<file path="src/verilog/homing_pkg.sv">
// Shared constants and types of the homing sequencer
`default_nettype none
package homing_pkg;

  // Register byte addresses
  localparam logic [5:0] REG_CTRL     = 6'h00;
  localparam logic [5:0] REG_SPEED    = 6'h04;
  localparam logic [5:0] REG_OFFS_HI  = 6'h08;
  localparam logic [5:0] REG_OFFS_LO  = 6'h0c;
  localparam logic [5:0] REG_ACCEL    = 6'h10;
  localparam logic [5:0] REG_DECEL    = 6'h14;
  localparam logic [5:0] REG_SETTLE   = 6'h18;
  localparam logic [5:0] REG_HOLD     = 6'h1c;
  localparam logic [5:0] REG_STATUS   = 6'h20;
  localparam logic [5:0] REG_IRQ_STAT = 6'h24;
  localparam logic [5:0] REG_IRQ_MASK = 6'h28;
  localparam logic [5:0] REG_ORIGIN   = 6'h2c;

  // Control and speed register fields
  localparam int CTRL_TRIG_LSB = 0;
  localparam int CTRL_REF_LSB  = 2;
  localparam int CTRL_ORG_LSB  = 5;
  localparam int CTRL_POST_BIT = 7;
  localparam int SPEED_2ND_LSB = 16;

  // Trigger, reference and origin mode codes
  localparam logic [1:0] TRIG_OFF     = 2'h0;
  localparam logic [1:0] TRIG_LEVEL   = 2'h1;
  localparam logic [1:0] TRIG_EDGE    = 2'h2;
  localparam logic [1:0] TRIG_POWERUP = 2'h3;
  localparam logic [2:0] REF_SW_CCW   = 3'h0;
  localparam logic [2:0] REF_SW_CW    = 3'h1;
  localparam logic [2:0] REF_CCW_LIM  = 3'h2;
  localparam logic [2:0] REF_CW_LIM   = 3'h3;
  localparam logic [2:0] REF_IDX_CCW  = 3'h4;
  localparam logic [2:0] REF_IDX_CW   = 3'h5;
  localparam logic [1:0] ORG_BACK     = 2'h0;
  localparam logic [1:0] ORG_FWD      = 2'h1;
  localparam logic [1:0] ORG_REF      = 2'h2;

  // Reset values of the settings and the offset scale
  localparam logic [15:0] FIRST_SPEED_RST  = 16'h01f4;
  localparam logic [15:0] SECOND_SPEED_RST = 16'h0032;
  localparam logic [15:0] SETTLE_MS_RST    = 16'h0032;
  localparam logic [15:0] HOLD_MS_RST      = 16'h0064;
  localparam int          OFFSET_SCALE     = 10000;

  // Interrupt status bits
  localparam int IRQ_REF  = 0;
  localparam int IRQ_ORG  = 1;
  localparam int IRQ_DONE = 2;
  localparam int IRQ_W    = 3;

  // Timing: millisecond base at the control clock rate, and default rated speed
  localparam int CLK_PERIOD_NS  = 10;
  localparam int MS_NS          = 1000000;
  localparam int MS_CYCLES_DFLT = MS_NS / CLK_PERIOD_NS;
  localparam int RATED_RPM_DFLT = 3000;

  typedef enum logic [2:0] {
    ST_IDLE,
    ST_SEEK_REF,
    ST_SEEK_ORG,
    ST_SETTLE,
    ST_HOLD
  } state_t;

endpackage
`default_nettype wire

</file>
<file path="src/verilog/servo_homing_sequencer.sv">
// Homing sequencer of a servo drive with register port and interrupt
`timescale 1ns/1ns
`default_nettype none
////////////////////////////////////////////////////////////////////////////////
// Notes on behaviour
// - Trigger mode 0 disables, 1 level, 2 rising edge, 3 once at power-up.
// - Reference mode picks switch rise, limit fall or index, CCW or CW.
// - Homing moves at first speed toward the reference until its event.
// - A limit used as reference has its inhibit lifted while homing runs.
// - After the reference, second speed is used to find the origin.
// - Origin mode 0 index backward, 1 index forward, 2 reference itself.
// - Final origin is found origin plus high times 10000 plus low offset.
// - First speed is 1 to 3000 r/min, reset value 500; the register takes any 16-bit value.
// - Homing acceleration ramps at rated speed per accel time.
// - Homing deceleration ramps at rated speed per decel time.
// - After the origin a settle delay passes before done is raised.
// - In edge and power-up modes done stays for the hold time.
// - Post mode 0 resumes commands after done drops, 1 at completion.
////////////////////////////////////////////////////////////////////////////////
module servo_homing_sequencer
  import homing_pkg::*;
#(
  parameter int unsigned MS_CYCLES = MS_CYCLES_DFLT,
  parameter int unsigned RATED_RPM = RATED_RPM_DFLT
) (
  input  wire logic               mclk,
  input  wire logic               srst,
  input  wire logic        [5:0]  addr,
  input  wire logic        [31:0] wdata,
  input  wire logic               wr_stb,
  input  wire logic               rd_stb,
  output var  logic        [31:0] rdata,
  input  wire logic               homing_request_input,
  input  wire logic               ref_switch_input,
  input  wire logic               ccw_travel_limit_input,
  input  wire logic               cw_travel_limit_input,
  input  wire logic               encoder_index_input,
  input  wire logic signed [31:0] position_count,
  output var  logic signed [15:0] speed_cmd,
  output var  logic               homing_busy,
  output var  logic               homing_done,
  output var  logic               ccw_inhibit_en,
  output var  logic               cw_inhibit_en,
  output var  logic               cmd_enable,
  output var  logic signed [31:0] origin_position,
  output var  logic               irq
);

  ////////////////////////////////////////////////////////////////////////////
  // Declarations

  logic        [1:0]  homing_trigger_mode;
  logic        [2:0]  homing_reference_mode;
  logic        [1:0]  homing_origin_mode;
  logic               post_homing_command_mode;
  logic        [15:0] homing_first_speed;
  logic        [15:0] homing_second_speed;
  logic signed [15:0] origin_offset_high;
  logic signed [15:0] origin_offset_low;
  logic        [15:0] homing_accel_time;
  logic        [15:0] homing_decel_time;
  logic        [15:0] homing_settle_delay;
  logic        [15:0] homing_done_hold_time;
  logic [IRQ_W-1:0]   irq_stat_r;
  logic [IRQ_W-1:0]   irq_mask_r;
  logic [IRQ_W-1:0]   irq_stat_nxt;
  logic [IRQ_W-1:0]   irq_evt;
  logic [31:0]        rd_mux;
  state_t             state_r;
  state_t             state_nxt;
  logic               req_s1_r;
  logic               req_s2_r;
  logic               req_prev_r;
  logic               ref_prev_r;
  logic               ccw_lim_prev_r;
  logic               cw_lim_prev_r;
  logic               idx_prev_r;
  logic               pwrup_pend_r;
  logic [31:0]        div_cnt_r;
  logic               ms_tick;
  logic [15:0]        ms_cnt_r;
  logic               state_chg;
  logic               req_rise;
  logic               ref_rise;
  logic               ccw_lim_fall;
  logic               cw_lim_fall;
  logic               idx_rise;
  logic               ref_evt;
  logic               start_req;
  logic               ref_found;
  logic               org_found;
  logic               settle_over;
  logic               hold_over;
  logic               dir1_cw;
  logic               dir2_cw;
  logic signed [15:0] target;
  logic               busy_nxt;
  logic               done_nxt;
  logic               wr_ctrl;
  logic               wr_speed;

  ////////////////////////////////////////////////////////////////////////////
  // Functions

  // Signed speed command from magnitude and direction, CCW positive
  function automatic logic signed [15:0] dir_speed(
    input logic [15:0] mag,
    input logic        cw
  );
    return cw ? -signed'(mag) : signed'(mag);
  endfunction

  // Pulse offset from its high and low parts
  function automatic logic signed [31:0] pulse_offset(
    input logic signed [15:0] hi,
    input logic signed [15:0] lo
  );
    return (32'(hi) * 32'(OFFSET_SCALE)) + 32'(lo);
  endfunction

  ////////////////////////////////////////////////////////////////////////////
  // Register port

  assign wr_ctrl  = wr_stb && addr == REG_CTRL;
  assign wr_speed = wr_stb && addr == REG_SPEED;

  // Settings writes
  always_ff @(posedge mclk) begin
    if (srst) begin
      homing_trigger_mode      <= TRIG_OFF;
      homing_reference_mode    <= REF_SW_CCW;
      homing_origin_mode       <= ORG_BACK;
      post_homing_command_mode <= 1'b0;
      homing_first_speed       <= FIRST_SPEED_RST;
      homing_second_speed      <= SECOND_SPEED_RST;
      origin_offset_high       <= 16'sh0;
      origin_offset_low        <= 16'sh0;
      homing_accel_time        <= 16'h0;
      homing_decel_time        <= 16'h0;
      homing_settle_delay      <= SETTLE_MS_RST;
      homing_done_hold_time    <= HOLD_MS_RST;
      irq_mask_r               <= '0;
    end else if (wr_stb) begin
      if (wr_ctrl) begin
        homing_trigger_mode      <= wdata[CTRL_TRIG_LSB +: 2];
        homing_reference_mode    <= wdata[CTRL_REF_LSB +: 3];
        homing_origin_mode       <= wdata[CTRL_ORG_LSB +: 2];
        post_homing_command_mode <= wdata[CTRL_POST_BIT];
      end
      if (wr_speed) begin
        homing_first_speed  <= wdata[15:0];
        homing_second_speed <= wdata[SPEED_2ND_LSB +: 16];
      end
      if (addr == REG_OFFS_HI) origin_offset_high <= wdata[15:0];
      if (addr == REG_OFFS_LO) origin_offset_low <= wdata[15:0];
      if (addr == REG_ACCEL) homing_accel_time <= wdata[15:0];
      if (addr == REG_DECEL) homing_decel_time <= wdata[15:0];
      if (addr == REG_SETTLE) homing_settle_delay <= wdata[15:0];
      if (addr == REG_HOLD) homing_done_hold_time <= wdata[15:0];
      if (addr == REG_IRQ_MASK) irq_mask_r <= wdata[IRQ_W-1:0];
    end
  end

  // Read selection, unmapped addresses read zero
  assign rd_mux =
    (addr == REG_CTRL)   ? {24'h0, post_homing_command_mode,
                            homing_origin_mode, homing_reference_mode,
                            homing_trigger_mode} :
    (addr == REG_SPEED)  ? {homing_second_speed, homing_first_speed} :
    (addr == REG_OFFS_HI) ? 32'(origin_offset_high) :
    (addr == REG_OFFS_LO) ? 32'(origin_offset_low) :
    (addr == REG_ACCEL)  ? {16'h0, homing_accel_time} :
    (addr == REG_DECEL)  ? {16'h0, homing_decel_time} :
    (addr == REG_SETTLE) ? {16'h0, homing_settle_delay} :
    (addr == REG_HOLD)   ? {16'h0, homing_done_hold_time} :
    (addr == REG_STATUS) ? {speed_cmd, 10'h0, 3'(state_r),
                            cmd_enable, homing_done, homing_busy} :
    (addr == REG_IRQ_STAT) ? {29'h0, irq_stat_r} :
    (addr == REG_IRQ_MASK) ? {29'h0, irq_mask_r} :
    (addr == REG_ORIGIN) ? origin_position : 32'h0;

  // Read data stand only in the cycle after the strobe
  always_ff @(posedge mclk) begin
    if (srst) rdata <= 32'h0;
    else rdata <= rd_stb ? rd_mux : 32'h0;
  end

  ////////////////////////////////////////////////////////////////////////////
  // Input sampling and edge detection

  assign req_rise  = req_s2_r && !req_prev_r;
  assign ref_rise  = ref_switch_input && !ref_prev_r;
  assign ccw_lim_fall = !ccw_travel_limit_input && ccw_lim_prev_r;
  assign cw_lim_fall  = !cw_travel_limit_input && cw_lim_prev_r;
  assign idx_rise  = encoder_index_input && !idx_prev_r;

  // Request synchroniser and previous levels of the other inputs
  always_ff @(posedge mclk) begin
    if (srst) begin
      req_s1_r    <= 1'b0;
      req_s2_r    <= 1'b0;
      req_prev_r  <= 1'b0;
      ref_prev_r  <= 1'b0;
      ccw_lim_prev_r <= 1'b0;
      cw_lim_prev_r  <= 1'b0;
      idx_prev_r  <= 1'b0;
    end else begin
      req_s1_r    <= homing_request_input;
      req_s2_r    <= req_s1_r;
      req_prev_r  <= req_s2_r;
      ref_prev_r  <= ref_switch_input;
      ccw_lim_prev_r <= ccw_travel_limit_input;
      cw_lim_prev_r  <= cw_travel_limit_input;
      idx_prev_r  <= encoder_index_input;
    end
  end

  ////////////////////////////////////////////////////////////////////////////
  // Millisecond base, restarted on each state change

  assign state_chg = state_nxt != state_r;
  assign ms_tick   = div_cnt_r == 32'(MS_CYCLES - 1);

  // Divider and millisecond count within a state
  always_ff @(posedge mclk) begin
    if (srst || state_chg) begin
      div_cnt_r <= 32'h0;
      ms_cnt_r  <= 16'h0;
    end else if (ms_tick) begin
      div_cnt_r <= 32'h0;
      ms_cnt_r  <= ms_cnt_r + 16'h1;
    end else begin
      div_cnt_r <= div_cnt_r + 32'h1;
    end
  end

  ////////////////////////////////////////////////////////////////////////////
  // Sequence control

  // Reference event and search directions
  assign ref_evt =
    (homing_reference_mode == REF_SW_CCW ||
     homing_reference_mode == REF_SW_CW)  ? ref_rise :
    (homing_reference_mode == REF_CCW_LIM) ? ccw_lim_fall :
    (homing_reference_mode == REF_CW_LIM)  ? cw_lim_fall :
    (homing_reference_mode == REF_IDX_CCW ||
     homing_reference_mode == REF_IDX_CW) ? idx_rise : 1'b0;
  assign dir1_cw = homing_reference_mode[0];
  assign dir2_cw = (homing_origin_mode == ORG_FWD) ?
                   dir1_cw : !dir1_cw;

  // Start only from idle, so triggers during a run are dropped
  assign start_req = (state_r == ST_IDLE) &&
    ((homing_trigger_mode == TRIG_LEVEL && req_s2_r) ||
     (homing_trigger_mode == TRIG_EDGE && req_rise) ||
     (homing_trigger_mode == TRIG_POWERUP && pwrup_pend_r));

  assign ref_found   = state_r == ST_SEEK_REF && ref_evt;
  assign org_found   = (ref_found && homing_origin_mode == ORG_REF) ||
                       (state_r == ST_SEEK_ORG && idx_rise);
  assign settle_over = state_r == ST_SETTLE &&
                       ms_cnt_r >= homing_settle_delay;
  assign hold_over   = ms_cnt_r >= homing_done_hold_time;

  // Speed target per phase
  assign target =
    (state_r == ST_SEEK_REF) ?
      dir_speed(homing_first_speed, dir1_cw) :
    (state_r == ST_SEEK_ORG) ?
      dir_speed(homing_second_speed, dir2_cw) : 16'sd0;

  // Next state
  always_comb begin
    state_nxt = state_r;
    case (state_r)
      ST_IDLE: begin
        if (start_req) state_nxt = ST_SEEK_REF;
      end
      ST_SEEK_REF: begin
        if (homing_trigger_mode == TRIG_OFF) state_nxt = ST_IDLE;
        else if (org_found) state_nxt = ST_SETTLE;
        else if (ref_found) state_nxt = ST_SEEK_ORG;
      end
      ST_SEEK_ORG: begin
        if (homing_trigger_mode == TRIG_OFF) state_nxt = ST_IDLE;
        else if (org_found) state_nxt = ST_SETTLE;
      end
      ST_SETTLE: begin
        if (homing_trigger_mode == TRIG_OFF) state_nxt = ST_IDLE;
        else if (settle_over) state_nxt = ST_HOLD;
      end
      ST_HOLD: begin
        if (homing_trigger_mode == TRIG_OFF) state_nxt = ST_IDLE;
        else if (homing_trigger_mode == TRIG_LEVEL) begin
          if (!req_s2_r) state_nxt = ST_IDLE;
        end else if (hold_over) state_nxt = ST_IDLE;
      end
      default: state_nxt = ST_IDLE;
    endcase
  end

  assign busy_nxt = state_nxt == ST_SEEK_REF ||
                    state_nxt == ST_SEEK_ORG ||
                    state_nxt == ST_SETTLE;
  assign done_nxt = state_nxt == ST_HOLD;

  // State, flags and registered outputs
  always_ff @(posedge mclk) begin
    if (srst) begin
      state_r         <= ST_IDLE;
      pwrup_pend_r    <= 1'b1;
      homing_busy     <= 1'b0;
      homing_done     <= 1'b0;
      ccw_inhibit_en  <= 1'b1;
      cw_inhibit_en   <= 1'b1;
      cmd_enable      <= 1'b1;
      origin_position <= 32'sh0;
    end else begin
      state_r     <= state_nxt;
      homing_busy <= busy_nxt;
      homing_done <= done_nxt;
      if (start_req && homing_trigger_mode == TRIG_POWERUP)
        pwrup_pend_r <= 1'b0;
      ccw_inhibit_en <= !(busy_nxt &&
                          homing_reference_mode == REF_CCW_LIM);
      cw_inhibit_en  <= !(busy_nxt &&
                          homing_reference_mode == REF_CW_LIM);
      cmd_enable <= !busy_nxt &&
                    (post_homing_command_mode || !done_nxt);
      if (org_found)
        origin_position <= position_count +
          pulse_offset(origin_offset_high, origin_offset_low);
    end
  end

  ////////////////////////////////////////////////////////////////////////////
  // Interrupt status, write one to clear, new events win

  assign irq_evt = {settle_over, org_found, ref_found};
  assign irq_stat_nxt = (irq_stat_r &
    ~((wr_stb && addr == REG_IRQ_STAT) ? wdata[IRQ_W-1:0] : '0)) |
    irq_evt;

  // Sticky status and level interrupt
  always_ff @(posedge mclk) begin
    if (srst) begin
      irq_stat_r <= '0;
      irq        <= 1'b0;
    end else begin
      irq_stat_r <= irq_stat_nxt;
      irq        <= |(irq_stat_nxt & irq_mask_r);
    end
  end

  ////////////////////////////////////////////////////////////////////////////
  // Speed ramp

  speed_ramp #(
    .RATED_RPM (RATED_RPM)
  ) u_ramp (
    .mclk     (mclk),
    .srst     (srst),
    .ms_tick  (ms_tick),
    .target   (target),
    .accel_ms (homing_accel_time),
    .decel_ms (homing_decel_time),
    .speed_r  (speed_cmd)
  );

  ////////////////////////////////////////////////////////////////////////////
  // Assertions

  a_disabled_stays_idle : assert property (
    @(posedge mclk) disable iff (srst)
    (homing_trigger_mode == TRIG_OFF) |=> !homing_busy)
    else $error("homing ran while disabled");

  a_ref_search_dir : assert property (
    @(posedge mclk) disable iff (srst)
    (state_r == ST_SEEK_REF) |->
      target == (homing_reference_mode[0] ?
                 -signed'(homing_first_speed) :
                 signed'(homing_first_speed)))
    else $error("reference search speed or direction wrong");

  a_limit_inhibit_lift : assert property (
    @(posedge mclk) disable iff (srst)
    (!homing_busy && $past(!homing_busy)) |-> ccw_inhibit_en &&
      cw_inhibit_en)
    else $error("limit inhibit not restored");

  a_origin_dir : assert property (
    @(posedge mclk) disable iff (srst)
    (state_r == ST_SEEK_ORG && homing_origin_mode == ORG_BACK &&
     homing_second_speed != 16'h0) |->
      ((target < 16'sd0) != homing_reference_mode[0]))
    else $error("origin search not reversed");

  a_origin_offset : assert property (
    @(posedge mclk) disable iff (srst)
    org_found |=> origin_position == $past(position_count) +
      ($past(32'(origin_offset_high)) * 32'sd10000) +
      $past(32'(origin_offset_low)))
    else $error("origin offset wrong");

  a_done_after_settle : assert property (
    @(posedge mclk) disable iff (srst)
    $rose(homing_done) |-> $past(state_r) == ST_SETTLE &&
      $past(ms_cnt_r) >= $past(homing_settle_delay))
    else $error("done raised before settle delay");

  a_done_hold_time : assert property (
    @(posedge mclk) disable iff (srst)
    ($fell(homing_done) && $past(homing_trigger_mode[1])) |->
      $past(ms_cnt_r) >= $past(homing_done_hold_time))
    else $error("done dropped before hold time");

  a_cmd_wait_done : assert property (
    @(posedge mclk) disable iff (srst)
    (homing_busy || (homing_done && !$past(post_homing_command_mode)))
      |-> !cmd_enable)
    else $error("commands enabled too early");

  a_start_from_idle : assert property (
    @(posedge mclk) disable iff (srst)
    (state_r != ST_IDLE && state_r != ST_SEEK_REF) |=>
      state_r != ST_SEEK_REF)
    else $error("homing restarted while running");

endmodule
`default_nettype wire

</file>
<file path="src/verilog/speed_ramp.sv">
// Speed command ramp with accel and decel times referred to rated speed
`timescale 1ns/1ns
`default_nettype none
module speed_ramp
  import homing_pkg::*;
#(
  parameter int unsigned RATED_RPM = RATED_RPM_DFLT
) (
  input  wire logic               mclk,
  input  wire logic               srst,
  input  wire logic               ms_tick,
  input  wire logic signed [15:0] target,
  input  wire logic        [15:0] accel_ms,
  input  wire logic        [15:0] decel_ms,
  output var  logic signed [15:0] speed_r
);

  logic [17:0] acc_r;
  logic        use_accel;
  logic [17:0] step_time;
  logic        going_up;

  // Magnitude grows from rest or away from zero on the same side
  assign use_accel = (speed_r == 16'sd0) ||
                     (speed_r > 16'sd0 && target > speed_r) ||
                     (speed_r < 16'sd0 && target < speed_r);
  assign step_time = {2'h0, (use_accel ? accel_ms : decel_ms)};
  assign going_up  = target > speed_r;

  // Rated speed credited per ms, one r/min step per time unit spent
  always_ff @(posedge mclk) begin
    if (srst) begin
      speed_r <= 16'sd0;
      acc_r   <= 18'h0;
    end else if (speed_r == target) begin
      acc_r <= 18'h0;
    end else if (step_time == 18'h0) begin
      speed_r <= target;
    end else if (acc_r >= step_time) begin
      acc_r   <= acc_r - step_time;
      speed_r <= going_up ? speed_r + 16'sd1 : speed_r - 16'sd1;
    end else if (ms_tick) begin
      acc_r <= acc_r + 18'(RATED_RPM);
    end
  end

  // Ramp assertions
  a_ramp_step_one : assert property (
    @(posedge mclk) disable iff (srst)
    (step_time != 18'h0 && speed_r != target) |=>
      (speed_r - $past(speed_r) <= 16'sd1) &&
      ($past(speed_r) - speed_r <= 16'sd1))
    else $error("ramp moved more than one step");

  a_ramp_decel_zero : assert property (
    @(posedge mclk) disable iff (srst)
    (!use_accel && decel_ms == 16'h0 && speed_r != target) |=>
      speed_r == $past(target))
    else $error("zero decel time did not jump");

endmodule
`default_nettype wire
</file>
<file path="config.mk">
export PLATFORM = sky130hd
export DESIGN_NAME = servo_homing_sequencer
export DESIGN_NICKNAME = d
export VERILOG_FILES = /design/src/verilog/homing_pkg.sv /design/src/verilog/servo_homing_sequencer.sv /design/src/verilog/speed_ramp.sv
export SDC_FILE = /design/constraint.sdc
export NUM_CORES = 1
export LEC_CHECK = 0
export BUFFER_PORTS_ARGS = -buffer_cell sky130_fd_sc_hd__buf_2
export CAP_MARGIN = 20
export CORE_ASPECT_RATIO = 1.4
export CORE_MARGIN = 2
export CORE_UTILIZATION = 45
export CTS_BUF_LIST = sky130_fd_sc_hd__clkbuf_2
export CTS_CLUSTER_SIZE = 24
export DETAILED_ROUTE_END_ITERATION = 7
export MAX_ROUTING_LAYER = met4
export PLACE_DENSITY_LB_ADDON = 0.15
export SYNTH_ARGS = -nofsm -noshare
export SYNTH_HDL_FRONTEND = slang
export SYNTH_SLANG_ARGS = --single-unit
</file>
<file path="constraint.sdc">
create_clock -name mclk -period 7.66 [get_ports mclk]
set_input_delay 2.298 -clock mclk [delete_from_list [all_inputs] [get_ports mclk]]
set_output_delay 2.298 -clock mclk [all_outputs]
set_load 0.01 [all_outputs]
</file>
==> results.toml <==
[final_layout]
syn2layout_area_growth_pct = 9.83
nNetsFinal = 3182
fin_util_pct = 49.8
final_cells = 3530
layout_commonest_cell = "nand2_1"
stdcell_area_um2 = 24200
mostFrequentLayoutCells = "412 x nand2_1, 304 x dfxtp_1, 232 x inv_1, 230 x a21oi_1, 201 x ha_1"
drive_gt1_share_pct = 13.6

[yosys]
yosysWarnings = 0
synth-edff-count = 0
synth.distinct_cells = 97
seq_area_frac_synth_pct = 27.7
synth_nets = 3038
syn_avg_cell_area_um2 = 8.22
synth_top_area_cell = "dfxtp_1"
synth_area_leaders = "dfxtp_1 28%, ha_1 11%, nand2_1 7.0%"
synthCells = 2683
synth_seq_cells = 305
synth_flop_cell = "dfxtp_1"
synth_area_um2 = 22000
netlist.area_leader.share_pct = 27.7
synth_async_sr_flop_share_pct = 0

[place]
placed_cells = 3379
io_buffers = 164
place_area_um2 = 23400
place_congestion = 0.935
hpwl_mm = 56.5

[detailed_routing]
drcViolationCount = 0
drt_iter0_markers = 1586
antenna_left = 0
firstDrtPassIters = 8
wl_per_cell_um = 21.1
vias = 20600
routed_wl_mm = 74.6
vias_per_cell = 5.83

[job]
cap_viol_max_count = 0

[clock_network]
holdBufCountCts = 0
insertion_delay_ps = 1100
cts_max_path_buffers = 3
clkSinkCount = 305
cts_tree = "built"
htreeDepth = 3
clk_pin_slew_ps = 110
cts_root_buffer = "clkbuf_2"
cts_buffers = 81

[sta]
fin_crit_ps = 7220
relSlewSlack_pct = 34.1
rsz0062_at_grt = "false"
hold_viol_final = 0
setup_tns_ps = 0
max_freq_mhz = 139
setup-violations-final = 0
drv_slew = 0
skew_ps = 110
min_period_over_period_pct = 94.2
tightestPinTransition_ps = 988

[floorplan]
die_y_um = 266
rows = 96
dieArea_um2 = 50800
die_w_um = 191
coreArea_um2 = 48600
start_util_pct = 45.3
ios = 165

[global_routing]
overflow = 0
grt_usage_pct = 30.1
grt_pass1_wl_mm = 115
antenna_found_initial = 6
grt_max_degree = 172
grt_pass1_vias = 20100

[power_and_ir_drop]
power.switching_mw = 3.22
total_power_mw = 6.90
p_seq_share_pct = 25.4
power_density_nw_per_um2 = 285
p_int_mw = 3.68
vdd_drop_max_v = 0.000384
power.share.combinational_pct = 56.8
switching_share_pct = 46.7
leakage_nw = 10.5
clkPwrFrac_pct = 17.8

[setup_path]
path_max_fanout = 7
cp-start-kind = "flip-flop"
critPathArrivalTime_ps = 8120
cp.required_ps = 8560
endpoint_kind = "flip-flop"
critical_path_class = "flip-flop to flip-flop"

[min_path]
hp-class = "flip-flop to flip-flop"

[outcome]
status = "finished, final reports clean"
## state kept, by name, summed over array words and instances, names as in the netlist, 18 cells and up
signal           count
rdata               32
origin_position     32
u_ramp.acc_r        18
div_cnt_r           32
## metrics by stage
| step | hold slack (ps) | worst slack [ps] |
|---|---|---|
| after CTS | 461 | 282 |
| final | 458 | 441 |
| after floorplan | 414 | 1280 |
| after detailed placement | 429 | 456 |
| after global placement | 431 | 432 |
| after global routing | 479 | 125 |
## timing repair
action,CTS,global route
gates resized for setup,0,2
setup endpoints to repair,0,3
buffers inserted,0,0
## routing by layer
| metal | track usage (%) | share of wire (%) | vias up |
|---|---|---|---|
| li1 | - | - | 9765 |
| met1 | 35.4 | 41 | 9980 |
| met2 | 51.0 | 50 | 660 |
| met3 | 3.86 | 5.3 | 163 |
| met4 | 13.5 | 4.0 | 0 |
| met5 | - | 0 | - |
## synth_stat cells (26+ instances only)
| cell type | instances |
|---|---|
| nand2_1 | 412 |
| a21oi_1 | 230 |
| and3_1 | 26 |
| inv_1 | 232 |
| ha_1 | 201 |
| xnor2_1 | 73 |
| nor3_1 | 51 |
| o21ai_0 | 83 |
| dfxtp_1 | 305 |
| nor2_1 | 139 |
| a211oi_1 | 27 |
| nand3_1 | 68 |
| a21o_1 | 43 |
| xor2_1 | 66 |
| clkbuf_1 | 108 |
| fa_1 | 75 |
| nor4_1 | 64 |
| a221oi_1 | 31 |
| mux2i_1 | 51 |
## power by group through the flow
stage	logic, mW	clock network (mW)	registers [mW]
after detailed placement	3.87	0	1.79
after global routing	4.25	1.34	1.76
after floorplan	2.95	0	1.75
final	3.92	1.23	1.76
after CTS	3.89	1.27	1.75
after global placement	3.80	0	1.79
## worst max-delay path, stage by stage (launching register included)
cell and delay [ps]:
dfxtp_1 550, ha_1 310, ha_1 280, inv_1 60, fa_1 540, inv_1 60, fa_1 530, inv_1 60
fa_1 530, inv_1 50, ha_1 390, nand3_1 120, a2111oi_1 580, nor3_1 160, nor2_1 150, xor2_1 270
fa_1 480, ha_1 240, a21o_1 170, a21oi_1 320, nand3b_1 130, a311o_1 380, a31o_2 230, a211oi_2 190
xnor2_1 90, a211oi_1 220
## cell families (layout without fill, tap and decap cells)
family / after synthesis / count (layout) / synth area share (%)
buffers and inverters: 369 / 572 / 6.54
adders and majority gates: 276 / 276 / 18.2
other: 0 / 7 / 0
muxes: 63 / 63 / 3.44
DFF: 305 / 305 / 27.7
AOI/OAI and AO/OA: 619 / 619 / 18.9
xor gates and xnor gates: 140 / 140 / 5.60
and+or+nand+nor: 911 / 911 / 19.7
## final cells by class
class                   instances  area [um^2]
fillers                      4826        24400
multi-input cells            2009        14600
flip-flops and latches        305         6110
repair buffers                198         1110
inverters                     232          871
well taps                     637          797
clock buffers                 115          576
clock inverters                27          178
diodes                          7         17.5
## final timing paths
check,from,end,slack (ps),cells past startpoint
setup / recovery,origin_offset_high[10]$_SDFFE_PP0P_,origin_position[31]$_SDFFE_PP0P_,440,25
hold / removal,req_s1_r$_SDFF_PP0_,req_s2_r$_SDFF_PP0_,460,1
setup reg to reg,origin_offset_high[10]$_SDFFE_PP0P_,origin_position[31]$_SDFFE_PP0P_,440,25
hold reg to reg,req_s1_r$_SDFF_PP0_,req_s2_r$_SDFF_PP0_,460,1
Power figures use the tool's default switching activity.
